$ cat src/dci_pkg.sv
// constants and types for the ddr2 control-input front end
// assumes mclk stands for the ck/ck# rising crossing of the memory clock
package dci_pkg;

    typedef enum logic [1:0] {
        DCI_PWR_ACTIVE = 2'b00,
        DCI_PWR_PPD    = 2'b01,
        DCI_PWR_APD    = 2'b10,
        DCI_PWR_SREF   = 2'b11
    } dci_pwr_e;

    // organisation codes on the width_cfg port
    localparam logic [1:0] DCI_W_X4  = 2'h0;
    localparam logic [1:0] DCI_W_X8  = 2'h1;
    localparam logic [1:0] DCI_W_X16 = 2'h2;

    // {cs_n, ras_n, cas_n, we_n}
    localparam logic [3:0] DCI_CMD_REFRESH  = 4'h1;
    localparam logic [3:0] DCI_CMD_DESELECT = 4'h8;

    localparam int unsigned DCI_ADDR_W = 14;
    localparam int unsigned DCI_BA_W   = 2;
    localparam int unsigned DCI_DQ_W   = 16;
    localparam int unsigned DCI_SYNC_STAGES = 2;

    localparam dci_pwr_e   DCI_RST_PWR  = DCI_PWR_ACTIVE;
    localparam logic       DCI_RST_CKE  = 1'b0;
    localparam logic [3:0] DCI_RST_KEEP = 4'h0;

endpackage : dci_pkg
$ cat src/dci_cke_sync.sv
// two-flop level synchroniser for the clock-enable pin
// assumes the pin may change with no relation to mclk
`timescale 1ns/1ps
`default_nettype none
module dci_cke_sync
    import dci_pkg::*;
(
    input  wire logic mclk,
    input  wire logic rst_n,
    input  wire logic cke_pin,
    output logic      cke_level
);
    typedef struct packed {
        logic meta;
        logic stable;
    } dci_sync_s;

    dci_sync_s s;
    dci_sync_s next_s;

    always_comb begin
        next_s        = s;
        next_s.meta   = cke_pin;
        next_s.stable = s.meta;
        if (!rst_n) begin
            next_s = '0;
        end
    end

    always_ff @(posedge mclk) begin
        s <= next_s;
    end

    assign cke_level = s.stable;

endmodule : dci_cke_sync
`default_nettype wire

$ cat src/dci_ctrl_in.sv
// control-input front end of a ddr2 device: command capture, cke power states,
// input buffer gating, on-die termination steering and dm/rdqs pin function
// assumes mclk is the ck/ck# rising crossing and keeps running inside the device;
// cs_n, ras_n, cas_n, we_n, addr, ba, odt and dm are launched by the controller
// against that crossing; cke may arrive at any time while in self refresh
//
// Notes on behaviour
// capture address and control on clock crossing
// read data launched on both crossing directions
// cke high keeps clocks, buffers, drivers on
// cke low: idle to precharge/self refresh, else active
// cke sampled on clock for entry/exit
// self refresh exit seen without the clock edge
// controller keeps cke high during accesses
// power-down keeps only ck, odt, cke buffers
// self refresh keeps only the cke buffer
// chip select high masks the command
// chip select is part of command code
// registered odt switches termination on/off
// x4/x8 terminate dq, dqs, rdqs, dm
// x16 terminate all dq, both strobes, masks
// odt ignored when termination disabled in emrs
// x8 rdqs mirrors dqs, masking disabled
// emrs bit picks dm or rdqs pin
// half-width x16 uses lower lanes, lower strobe; not built here, width_cfg 3 terminates no dq lanes
// command encoded on ras, cas, we with cs
// dm high drops data, sampled both edges
// controller times odt like other controls
`timescale 1ns/1ps
`default_nettype none
module dci_ctrl_in
    import dci_pkg::*;
#(
    parameter int unsigned ADDR_W = DCI_ADDR_W,
    parameter int unsigned BA_W   = DCI_BA_W
)(
    input  wire logic              mclk,
    input  wire logic              rst_n,
    input  wire logic              cke,
    input  wire logic              cs_n,
    input  wire logic              ras_n,
    input  wire logic              cas_n,
    input  wire logic              we_n,
    input  wire logic [ADDR_W-1:0] addr,
    input  wire logic [BA_W-1:0]   ba,
    input  wire logic              odt,
    input  wire logic [1:0]        dm_rise,
    input  wire logic [1:0]        dm_fall,
    input  wire logic              wr_beat,
    input  wire logic              bank_open,
    input  wire logic [1:0]        width_cfg,
    input  wire logic              odt_en_cfg,
    input  wire logic              rdqs_en_cfg,
    output logic [1:0]             pwr_state,
    output logic                   clk_en,
    output logic                   ibuf_cmd_en,
    output logic                   ibuf_ck_en,
    output logic                   ibuf_odt_en,
    output logic                   drv_en,
    output logic                   cmd_valid,
    output logic [3:0]             cmd_code,
    output logic [ADDR_W-1:0]      cmd_addr,
    output logic [BA_W-1:0]        cmd_ba,
    output logic                   launch_rise,
    output logic                   launch_fall,
    output logic                   odt_on,
    output logic [DCI_DQ_W-1:0]    term_dq,
    output logic                   term_dqs_l,
    output logic                   term_dqs_u,
    output logic                   term_dm_l,
    output logic                   term_dm_u,
    output logic                   term_rdqs,
    output logic                   dm_is_mask,
    output logic                   rdqs_on,
    output logic [3:0]             wr_keep
);
    typedef struct packed {
        dci_pwr_e            pwr;
        logic                cke_q;
        logic                clk_en;
        logic                ibuf_cmd;
        logic                ibuf_ck;
        logic                ibuf_odt;
        logic                drv_en;
        logic                cmd_valid;
        logic [3:0]          cmd_code;
        logic [ADDR_W-1:0]   cmd_addr;
        logic [BA_W-1:0]     cmd_ba;
        logic                launch_rise;
        logic                launch_fall;
        logic                odt_on;
        logic [DCI_DQ_W-1:0] term_dq;
        logic                term_dqs_l;
        logic                term_dqs_u;
        logic                term_dm_l;
        logic                term_dm_u;
        logic                term_rdqs;
        logic                dm_is_mask;
        logic                rdqs_on;
        logic [3:0]          wr_keep;
    } dci_state_s;

    dci_state_s s;
    dci_state_s next_s;
    logic       cke_async;

    // the cke path used for self refresh exit; the pad receiver stays powered
    dci_cke_sync u_cke_sync (
        .mclk      (mclk),
        .rst_n     (rst_n),
        .cke_pin   (cke),
        .cke_level (cke_async)
    );

    // dq lanes that exist for a given organisation
    function automatic logic [DCI_DQ_W-1:0] dq_lanes(input logic [1:0] w);
        unique case (w)
            DCI_W_X4:  dq_lanes = 16'h000F;
            DCI_W_X8:  dq_lanes = 16'h00FF;
            DCI_W_X16: dq_lanes = 16'hFFFF;
            default:   dq_lanes = 16'h0000;
        endcase
    endfunction : dq_lanes

    logic [3:0] pin_code;
    logic       sr_req;
    logic       x8_rdqs;
    logic       x16;
    assign pin_code = {cs_n, ras_n, cas_n, we_n};
    assign sr_req   = (pin_code == DCI_CMD_REFRESH);
    assign x8_rdqs  = (width_cfg == DCI_W_X8) && rdqs_en_cfg;
    assign x16      = (width_cfg == DCI_W_X16);

    always_comb begin
        next_s = s;
        next_s.cke_q = cke;
        // power state walk
        unique case (s.pwr)
            DCI_PWR_ACTIVE: begin
                if (s.cke_q && !cke) begin
                    if (sr_req && !bank_open) begin
                        next_s.pwr = DCI_PWR_SREF;
                    end else if (bank_open) begin
                        next_s.pwr = DCI_PWR_APD;
                    end else begin
                        next_s.pwr = DCI_PWR_PPD;
                    end
                end
            end
            DCI_PWR_PPD, DCI_PWR_APD: begin
                if (cke) begin
                    next_s.pwr = DCI_PWR_ACTIVE;
                end
            end
            DCI_PWR_SREF: begin
                // the synchroniser still shows the pre-entry high for one edge,
                // so the pin must agree before the exit is taken
                if (cke_async && cke) begin
                    next_s.pwr = DCI_PWR_ACTIVE;
                end
            end
        endcase
        // receivers and drivers follow the state being entered
        next_s.clk_en   = (next_s.pwr == DCI_PWR_ACTIVE);
        next_s.drv_en   = (next_s.pwr == DCI_PWR_ACTIVE);
        next_s.ibuf_cmd = (next_s.pwr == DCI_PWR_ACTIVE);
        next_s.ibuf_ck  = (next_s.pwr != DCI_PWR_SREF);
        next_s.ibuf_odt = (next_s.pwr != DCI_PWR_SREF);
        // command capture on the crossing
        next_s.cmd_valid = 1'b0;
        if (s.ibuf_cmd && cke && !cs_n) begin
            next_s.cmd_valid = 1'b1;
            next_s.cmd_code  = pin_code;
            next_s.cmd_addr  = addr;
            next_s.cmd_ba    = ba;
        end
        // read launch alternates rising and falling crossing
        if (next_s.drv_en) begin
            next_s.launch_rise = !s.launch_rise;
            next_s.launch_fall = s.launch_rise;
        end else begin
            next_s.launch_rise = 1'b0;
            next_s.launch_fall = 1'b0;
        end
        // termination
        next_s.odt_on     = next_s.ibuf_odt && odt && odt_en_cfg;
        next_s.term_dq    = next_s.odt_on ? dq_lanes(width_cfg) : '0;
        next_s.term_dqs_l = next_s.odt_on;
        next_s.term_dqs_u = next_s.odt_on && x16;
        next_s.term_dm_l  = next_s.odt_on;
        next_s.term_dm_u  = next_s.odt_on && x16;
        next_s.term_rdqs  = next_s.odt_on && x8_rdqs;
        // shared dm / rdqs pin
        next_s.dm_is_mask = !x8_rdqs;
        next_s.rdqs_on    = x8_rdqs;
        next_s.wr_keep    = 4'h0;
        if (wr_beat) begin
            if (x8_rdqs) begin
                next_s.wr_keep = 4'hF;
            end else begin
                next_s.wr_keep = {~dm_fall, ~dm_rise};
            end
            if (!x16) begin
                next_s.wr_keep[3] = 1'b0;
                next_s.wr_keep[1] = 1'b0;
            end
        end
        if (!rst_n) begin
            next_s          = '0;
            next_s.pwr      = DCI_RST_PWR;
            next_s.cke_q    = DCI_RST_CKE;
            next_s.cmd_code = DCI_CMD_DESELECT;
            next_s.wr_keep  = DCI_RST_KEEP;
            next_s.clk_en   = 1'b1;
            next_s.drv_en   = 1'b1;
            next_s.ibuf_cmd = 1'b1;
            next_s.ibuf_ck  = 1'b1;
            next_s.ibuf_odt = 1'b1;
            next_s.dm_is_mask = 1'b1;
        end
    end

    always_ff @(posedge mclk) begin
        s <= next_s;
    end

    assign pwr_state   = s.pwr;
    assign clk_en      = s.clk_en;
    assign ibuf_cmd_en = s.ibuf_cmd;
    assign ibuf_ck_en  = s.ibuf_ck;
    assign ibuf_odt_en = s.ibuf_odt;
    assign drv_en      = s.drv_en;
    assign cmd_valid   = s.cmd_valid;
    assign cmd_code    = s.cmd_code;
    assign cmd_addr    = s.cmd_addr;
    assign cmd_ba      = s.cmd_ba;
    assign launch_rise = s.launch_rise;
    assign launch_fall = s.launch_fall;
    assign odt_on      = s.odt_on;
    assign term_dq     = s.term_dq;
    assign term_dqs_l  = s.term_dqs_l;
    assign term_dqs_u  = s.term_dqs_u;
    assign term_dm_l   = s.term_dm_l;
    assign term_dm_u   = s.term_dm_u;
    assign term_rdqs   = s.term_rdqs;
    assign dm_is_mask  = s.dm_is_mask;
    assign rdqs_on     = s.rdqs_on;
    assign wr_keep     = s.wr_keep;
endmodule : dci_ctrl_in
`default_nettype wire

$ cat config.mk
export PLATFORM = sky130hd
export DESIGN_NAME = dci_ctrl_in
export DESIGN_NICKNAME = d
export VERILOG_FILES = /design/src/dci_pkg.sv /design/src/dci_cke_sync.sv /design/src/dci_ctrl_in.sv
export SDC_FILE = /design/constraint.sdc
export NUM_CORES = 1
export LEC_CHECK = 0
export BUFFER_PORTS_ARGS = -buffer_cell sky130_fd_sc_hd__buf_2
export CAP_MARGIN = 20
export CORE_MARGIN = 1.5
export CORE_UTILIZATION = 42
export CTS_BUF_LIST = sky130_fd_sc_hd__clkbuf_2
export DETAILED_ROUTE_END_ITERATION = 10
export HOLD_SLACK_MARGIN = 0.02
export PLACE_DENSITY = 0.8
export REMOVE_ABC_BUFFERS = 1
export SYNTH_ARGS = -nofsm -noshare
export SYNTH_HDL_FRONTEND = slang
export SYNTH_SLANG_ARGS = --single-unit
$ cat constraint.sdc
create_clock -name mclk -period 1.6 [get_ports mclk]
set_input_delay 0.32 -clock mclk [delete_from_list [all_inputs] [get_ports mclk]]
set_output_delay 0.32 -clock mclk [all_outputs]
set_load 0.01 [all_outputs]
==> results_dict.tcl, run 1 <==
set metrics [dict create \
    vdd_drop_max_uv 416 \
    setup-violations-final 0 \
    grt_max_degree 33 \
    async_flop_share_pct 0 \
    synth_area_leaders "dfxtp_1 44%, buf_4 20%, nand2_1 9.6%, a21boi_0 7.7%, ha_1 3.4%" \
    tritoncts "done" \
    synth_ff_type "dfxtp_1" \
    slew_headroom_pct 74.8 \
    core_sq_um 4120 \
    synth_edf_count 0 \
    crit_fanout 6 \
    p_leak_nw 1.06 \
    fmax_mhz 673 \
    pwr_density_cell_nw_per_um2 837 \
    area_growth_pct 12.7 \
    ys_seq_area_share_pct 44.5 \
    nets 298 \
    hp-class "in -> reg" \
    cp-end-kind "flip-flop" \
    die_height_um 69.3 \
    die_w_um 69.3 \
    syn_area_per_cell_sq_um 8.87 \
    routed_via_density 4.43 \
    cts_max_level 2 \
    gp_congestion 0.788 \
    skew_ps 7.35 \
    routed-via-count 1368 \
    drive_above_1_share_pct 43.2 \
    synth_top_cell_by_area "dfxtp_1" \
    worstPathRequired_ps 1880 \
    numClockSinks 41 \
    cp_data_arrival_time_ps 1770 \
    antenna_found_initial 0 \
    total_power_w 0.00174 \
    placedInstanceArea_sq_um 2040 \
    crit_path_start_kind "flip-flop" \
    max-cap-violations 0 \
    cts_inserted_buffers 5 \
    final_common_cell "buf_2" \
    fin_crit_sh_pct 92.9 \
    cts_buffer_depth 2 \
    worst_hold_slack_ps 98.7 \
    post-place-ws_ps -113 \
    num_rows 23 \
    grt_use_total_pct 13.8 \
    drt_iter0_markers 48 \
    setup_tns_ps 0 \
    grt_pass1_vias 1284 \
    fin_area_sq_um 2080 \
    syn_area_sq_um 1850 \
    first_pass_iters 4 \
    synth_top_area_share_pct 44.5 \
    clock_tree.root_cell "clkbuf_2" \
    synthCells 208 \
    period_minus_slack_ps 1490 \
    io_pins 92 \
    grt_pass1_wl_um 5350 \
    finalHoldViolCount 0 \
    routed_wl_um 3300 \
    antennaDiodeCount 0 \
    start_util_pct 44.8 \
    slew_viol_final 0 \
    post_cts_buffers 0 \
    dieArea_sq_um 4800 \
    outcome "completed" \
    ys_seq_elements 41 \
    ys_warn_count 0 \
    hpwl_um 2480 \
    synth.distinct_cells 24 \
    critPathKind "reg -> reg" \
    final_antenna_net_count 0 \
    drcViolationCount 0 \
    worst_pin_slew_ps 379 \
    grt_overflow_total 0 \
    wl_per_cell_um 10.7 \
    setup_ws_ps 113 \
    clk_latency_ps 360 \
    clk_pin_slew_worst_paths_ps 180 \
    io_buffers 91 \
    mostFrequentLayoutCells "91 x buf_2, 47 x nand2_1, 39 x dfxtp_1" \
    rsz0062_at_grt "false" \
]
-- layout make-up --
cell class	instances	area [sq um]
multi-input combinational	106	623
clock buffer	6	30.0
sequential	41	823
inverter	6	22.5
fill	401	2030
tap	50	62.6
timing repair buffer	99	515
clock inverter	1	3.75
-- where the power goes --
part           switching (W)  leakage (nW)  total [W]  internal, W
sequential         0.0000209         0.336    0.00109      0.00107
combinational       0.000131         0.701   0.000251     0.000120
clock               0.000301        0.0265   0.000403     0.000102
-- routing by layer --
metal	track usage, %	vias up	share of wire [%]
met1	15.2	589	44
met4	3.92	0	0.33
li1	-	713	-
met2	24.9	64	48
met5	0	-	0
met3	4.80	2	7.6
-- stage by stage --
stage	utilization [%]	cells
CTS	50.3	309
finish	50.6	309
detailed placement	49.5	302
global placement	49.5	302
floorplan	-	153
global route	50.6	309
-- worst max-delay path, cell delays in order (launching register included) --
cell and delay (ps):
dfxtp_2 370, inv_1 60, ha_1 190, nand3b_1 150
o311ai_2 280, o21ba_4 200, and3_1 170
-- flip-flops by register name (all words and copies together) (netlist names), 2 cells and up --
register / cells
cmd_addr: 14
term_dq: 3
wr_keep: 4
cmd_ba: 2
cmd_code: 4
pwr_state: 2
-- worst paths after layout --
| path | from | end | slack (ps) | depth (start not counted) |
|---|---|---|---|---|
| worst max-delay path | pwr_state[0] | term_rdqs | 110 | 6 |
| worst max register to register | pwr_state[0] | term_rdqs | 110 | 6 |
| worst min register to register | launch_rise | launch_rise | 460 | 1 |
| worst min-delay path | dm_fall[1] | wr_keep[3] | 100 | 2 |
-- kinds of logic (layout without fill, tap and decap cells) --
kind of cell / after synthesis / in the layout / share of synthesized area, %
DFF: 41 / 41 / 44.5
AOI/OAI and AO/OA: 30 / 30 / 12.5
buffers and inverters: 61 / 112 / 22.2
adders and majority gates: 5 / 5 / 3.39
and+or+nand+nor: 71 / 71 / 17.5
-- cell usage after synthesis (2+ instances only) --
cell type	count
clkbuf_1	7
ha_1	5
a21oi_1	5
nor2b_1	3
nand3_1	3
dfxtp_1	41
and2_1	7
inv_1	6
nor2_1	4
nand2_1	47
a21boi_0	19
buf_4	48
and3_1	2
-- what timing repair did --
| action | in CTS | in global routing |
|---|---|---|
| endpoints found under the setup margin | 0 | 3 |
| hold buffers | 0 | 0 |
| resized for setup | 0 | 4 |
(Power assumes the default switching activity.)
==> run 2: changes to the inputs <==
- CORE_MARGIN: 1.5 -> default
- CTS_BUF_LIST: sky130_fd_sc_hd__clkbuf_2 -> sky130_fd_sc_hd__clkbuf_8
==> run 2 against run 1 <==
  * Die area shrank 2.9%
  * Clock skew decreased by 4.8 ps
  * First-iteration DRC count shrank 42%
  * Sequential power about the same
  * Critical path type unchanged
  * Worst hold slack gained 100 ps
  * Largest cell class unchanged
  * Flip-flop and latch count unchanged
  * Highest routed layer unchanged
==> results_dict.tcl, run 2 (same netlist as run 1, synthesis figures left out) <==
set metrics [dict create \
    fmax_mhz 674 \
    start_util_pct 44.8 \
    grt_overflow_total 0 \
    tritoncts "done" \
    area_growth_pct 16.4 \
    antenna_found_initial 0 \
    setup_ws_ps 116 \
    io_pins 92 \
    hold_depth 2 \
    pwr_density_cell_nw_per_um2 960 \
    grt_pass1_vias 1158 \
    drive_above_1_share_pct 43.7 \
    total_power_w 0.00206 \
    core_sq_um 4120 \
    die_w_um 68.3 \
    cp-end-kind "flip-flop" \
    skew_ps 2.54 \
    crit_path_start_kind "flip-flop" \
    clk_latency_ps 280 \
    io_buffers 91 \
    num_rows 23 \
    routed_wl_um 3290 \
    drt_iter0_markers 28 \
    fin_crit_sh_pct 92.8 \
    largest_reg_flops 14 \
    grt_max_degree 33 \
    cp_slowest_stage_delay_ps 350 \
    crit_path_cell_trace "inv_1 -> ha_1 -> o32ai_1 -> buf_4 -> o21ai_1 -> nor3b_1" \
    p_leak_nw 1.09 \
    mostFrequentLayoutCells "91 x buf_2, 47 x nand2_1, 39 x dfxtp_1" \
    crit_fanout 4 \
    finalHoldViolCount 0 \
    hpwl_um 2390 \
    die_height_um 68.3 \
    rsz0062_at_grt "false" \
    crit_slowest_cell "dfxtp_2" \
    dieArea_sq_um 4660 \
    max-cap-violations 0 \
    routed-via-count 1347 \
    routed_via_density 4.33 \
    outcome "completed" \
    reg2reg_depth 6 \
    slew_headroom_pct 74.7 \
    critPathKind "reg -> reg" \
    final_antenna_net_count 0 \
    grt_use_total_pct 14.4 \
    numClockSinks 41 \
    setup-violations-final 0 \
    cts_buffer_depth 2 \
    vdd_drop_max_uv 473 \
    worst_pin_slew_ps 380 \
    clk_pin_slew_worst_paths_ps 70 \
    cts_max_level 2 \
    gp_congestion 0.707 \
    wl_per_cell_um 10.6 \
    cts_inserted_buffers 5 \
    period_minus_slack_ps 1480 \
    drcViolationCount 0 \
    fill_cells 395 \
    post-place-ws_ps -102 \
    final_common_cell "buf_2" \
    hp-class "in -> reg" \
    final_util_pct 52.2 \
    slew_viol_final 0 \
    worstPathRequired_ps 1810 \
    antennaDiodeCount 0 \
    grt_pass1_wl_um 4820 \
    clock_tree.root_cell "clkbuf_8" \
    cp_data_arrival_time_ps 1700 \
    nets 299 \
    first_pass_iters 4 \
]
## run 2: cell count changes in the layout (fill, tap and decap cells not counted)
cell | before | now
clkinv_2 | 0 | 1
clkinv_1 | 1 | 0
clkbuf_8 | 0 | 7
clkbuf_2 | 6 | 0
o32ai_2 | 1 | 0
o32ai_1 | 0 | 1
buf_4 | 8 | 9
## run 2: layout make-up
type | instances | area, sq um | area share [%]
inverters | 6 | 22.5 | 1.05
multi-input cells | 106 | 616 | 28.7
well taps | 50 | 62.6 | 2.91
clock inverters | 1 | 5.00 | 0.233
repair buffers | 100 | 523 | 24.3
clock buffers | 7 | 96.3 | 4.48
flip-flops and latches | 41 | 823 | 38.3
## run 2: repair_timing
item	4_1_cts	5_1_grt
setup buffers	0	1
hold endpoints to repair	0	0
pin swaps	0	2
gates resized for setup	1	2
hold buffers	0	0
setup endpoints to repair	1	6
## run 2: critical path, delay by kind of cell (launching register included)
family / cells / cell delay, ps
AO/OA/AOI/OAI: 2 / 370
AND/OR/NAND/NOR: 1 / 180
buffers and inverters: 2 / 230
adder cells (fa/ha/maj): 1 / 280
flip-flops: 1 / 350
## run 2: worst paths after layout
kind	start	to	slack [ps]
worst max-delay path	pwr_state[0]	launch_rise	120
worst min-delay path	dm_fall[0]	wr_keep[2]	200
worst max register to register	pwr_state[0]	launch_rise	120
worst min register to register	cmd_code[3]	cmd_code[3]	450
## run 2: metal layers
layer	vias up	GRT usage, %	part of all wire [%]
met5	-	0	0
met4	0	5.47	0.55
met3	2	6.17	7.2
met2	58	24.0	46
met1	573	16.0	46
li1	714	-	-
## run 2: power by group
part	switching (W)	internal (W)	total, W
clock	0.000335	0.000390	0.000725
sequential	0.0000212	0.00107	0.00109
combinational	0.000131	0.000120	0.000250
total	0.000487	0.00157	0.00206
## run 2: stage by stage
| stage | setup TNS [ps] | instances | instance area (sq um) | hold slack, ps |
|---|---|---|---|---|
| 3_3_place_gp | -260 | 302 | 2040 | 437 |
| 3_5_place_dp | -392 | 302 | 2040 | 434 |
| 5_1_grt | 0 | 311 | 2150 | 187 |
| 6_report | 0 | 311 | 2150 | 198 |
| 2_1_floorplan | -136 | 153 | 1460 | 382 |
| 4_1_cts | 0 | 310 | 2140 | 188 |
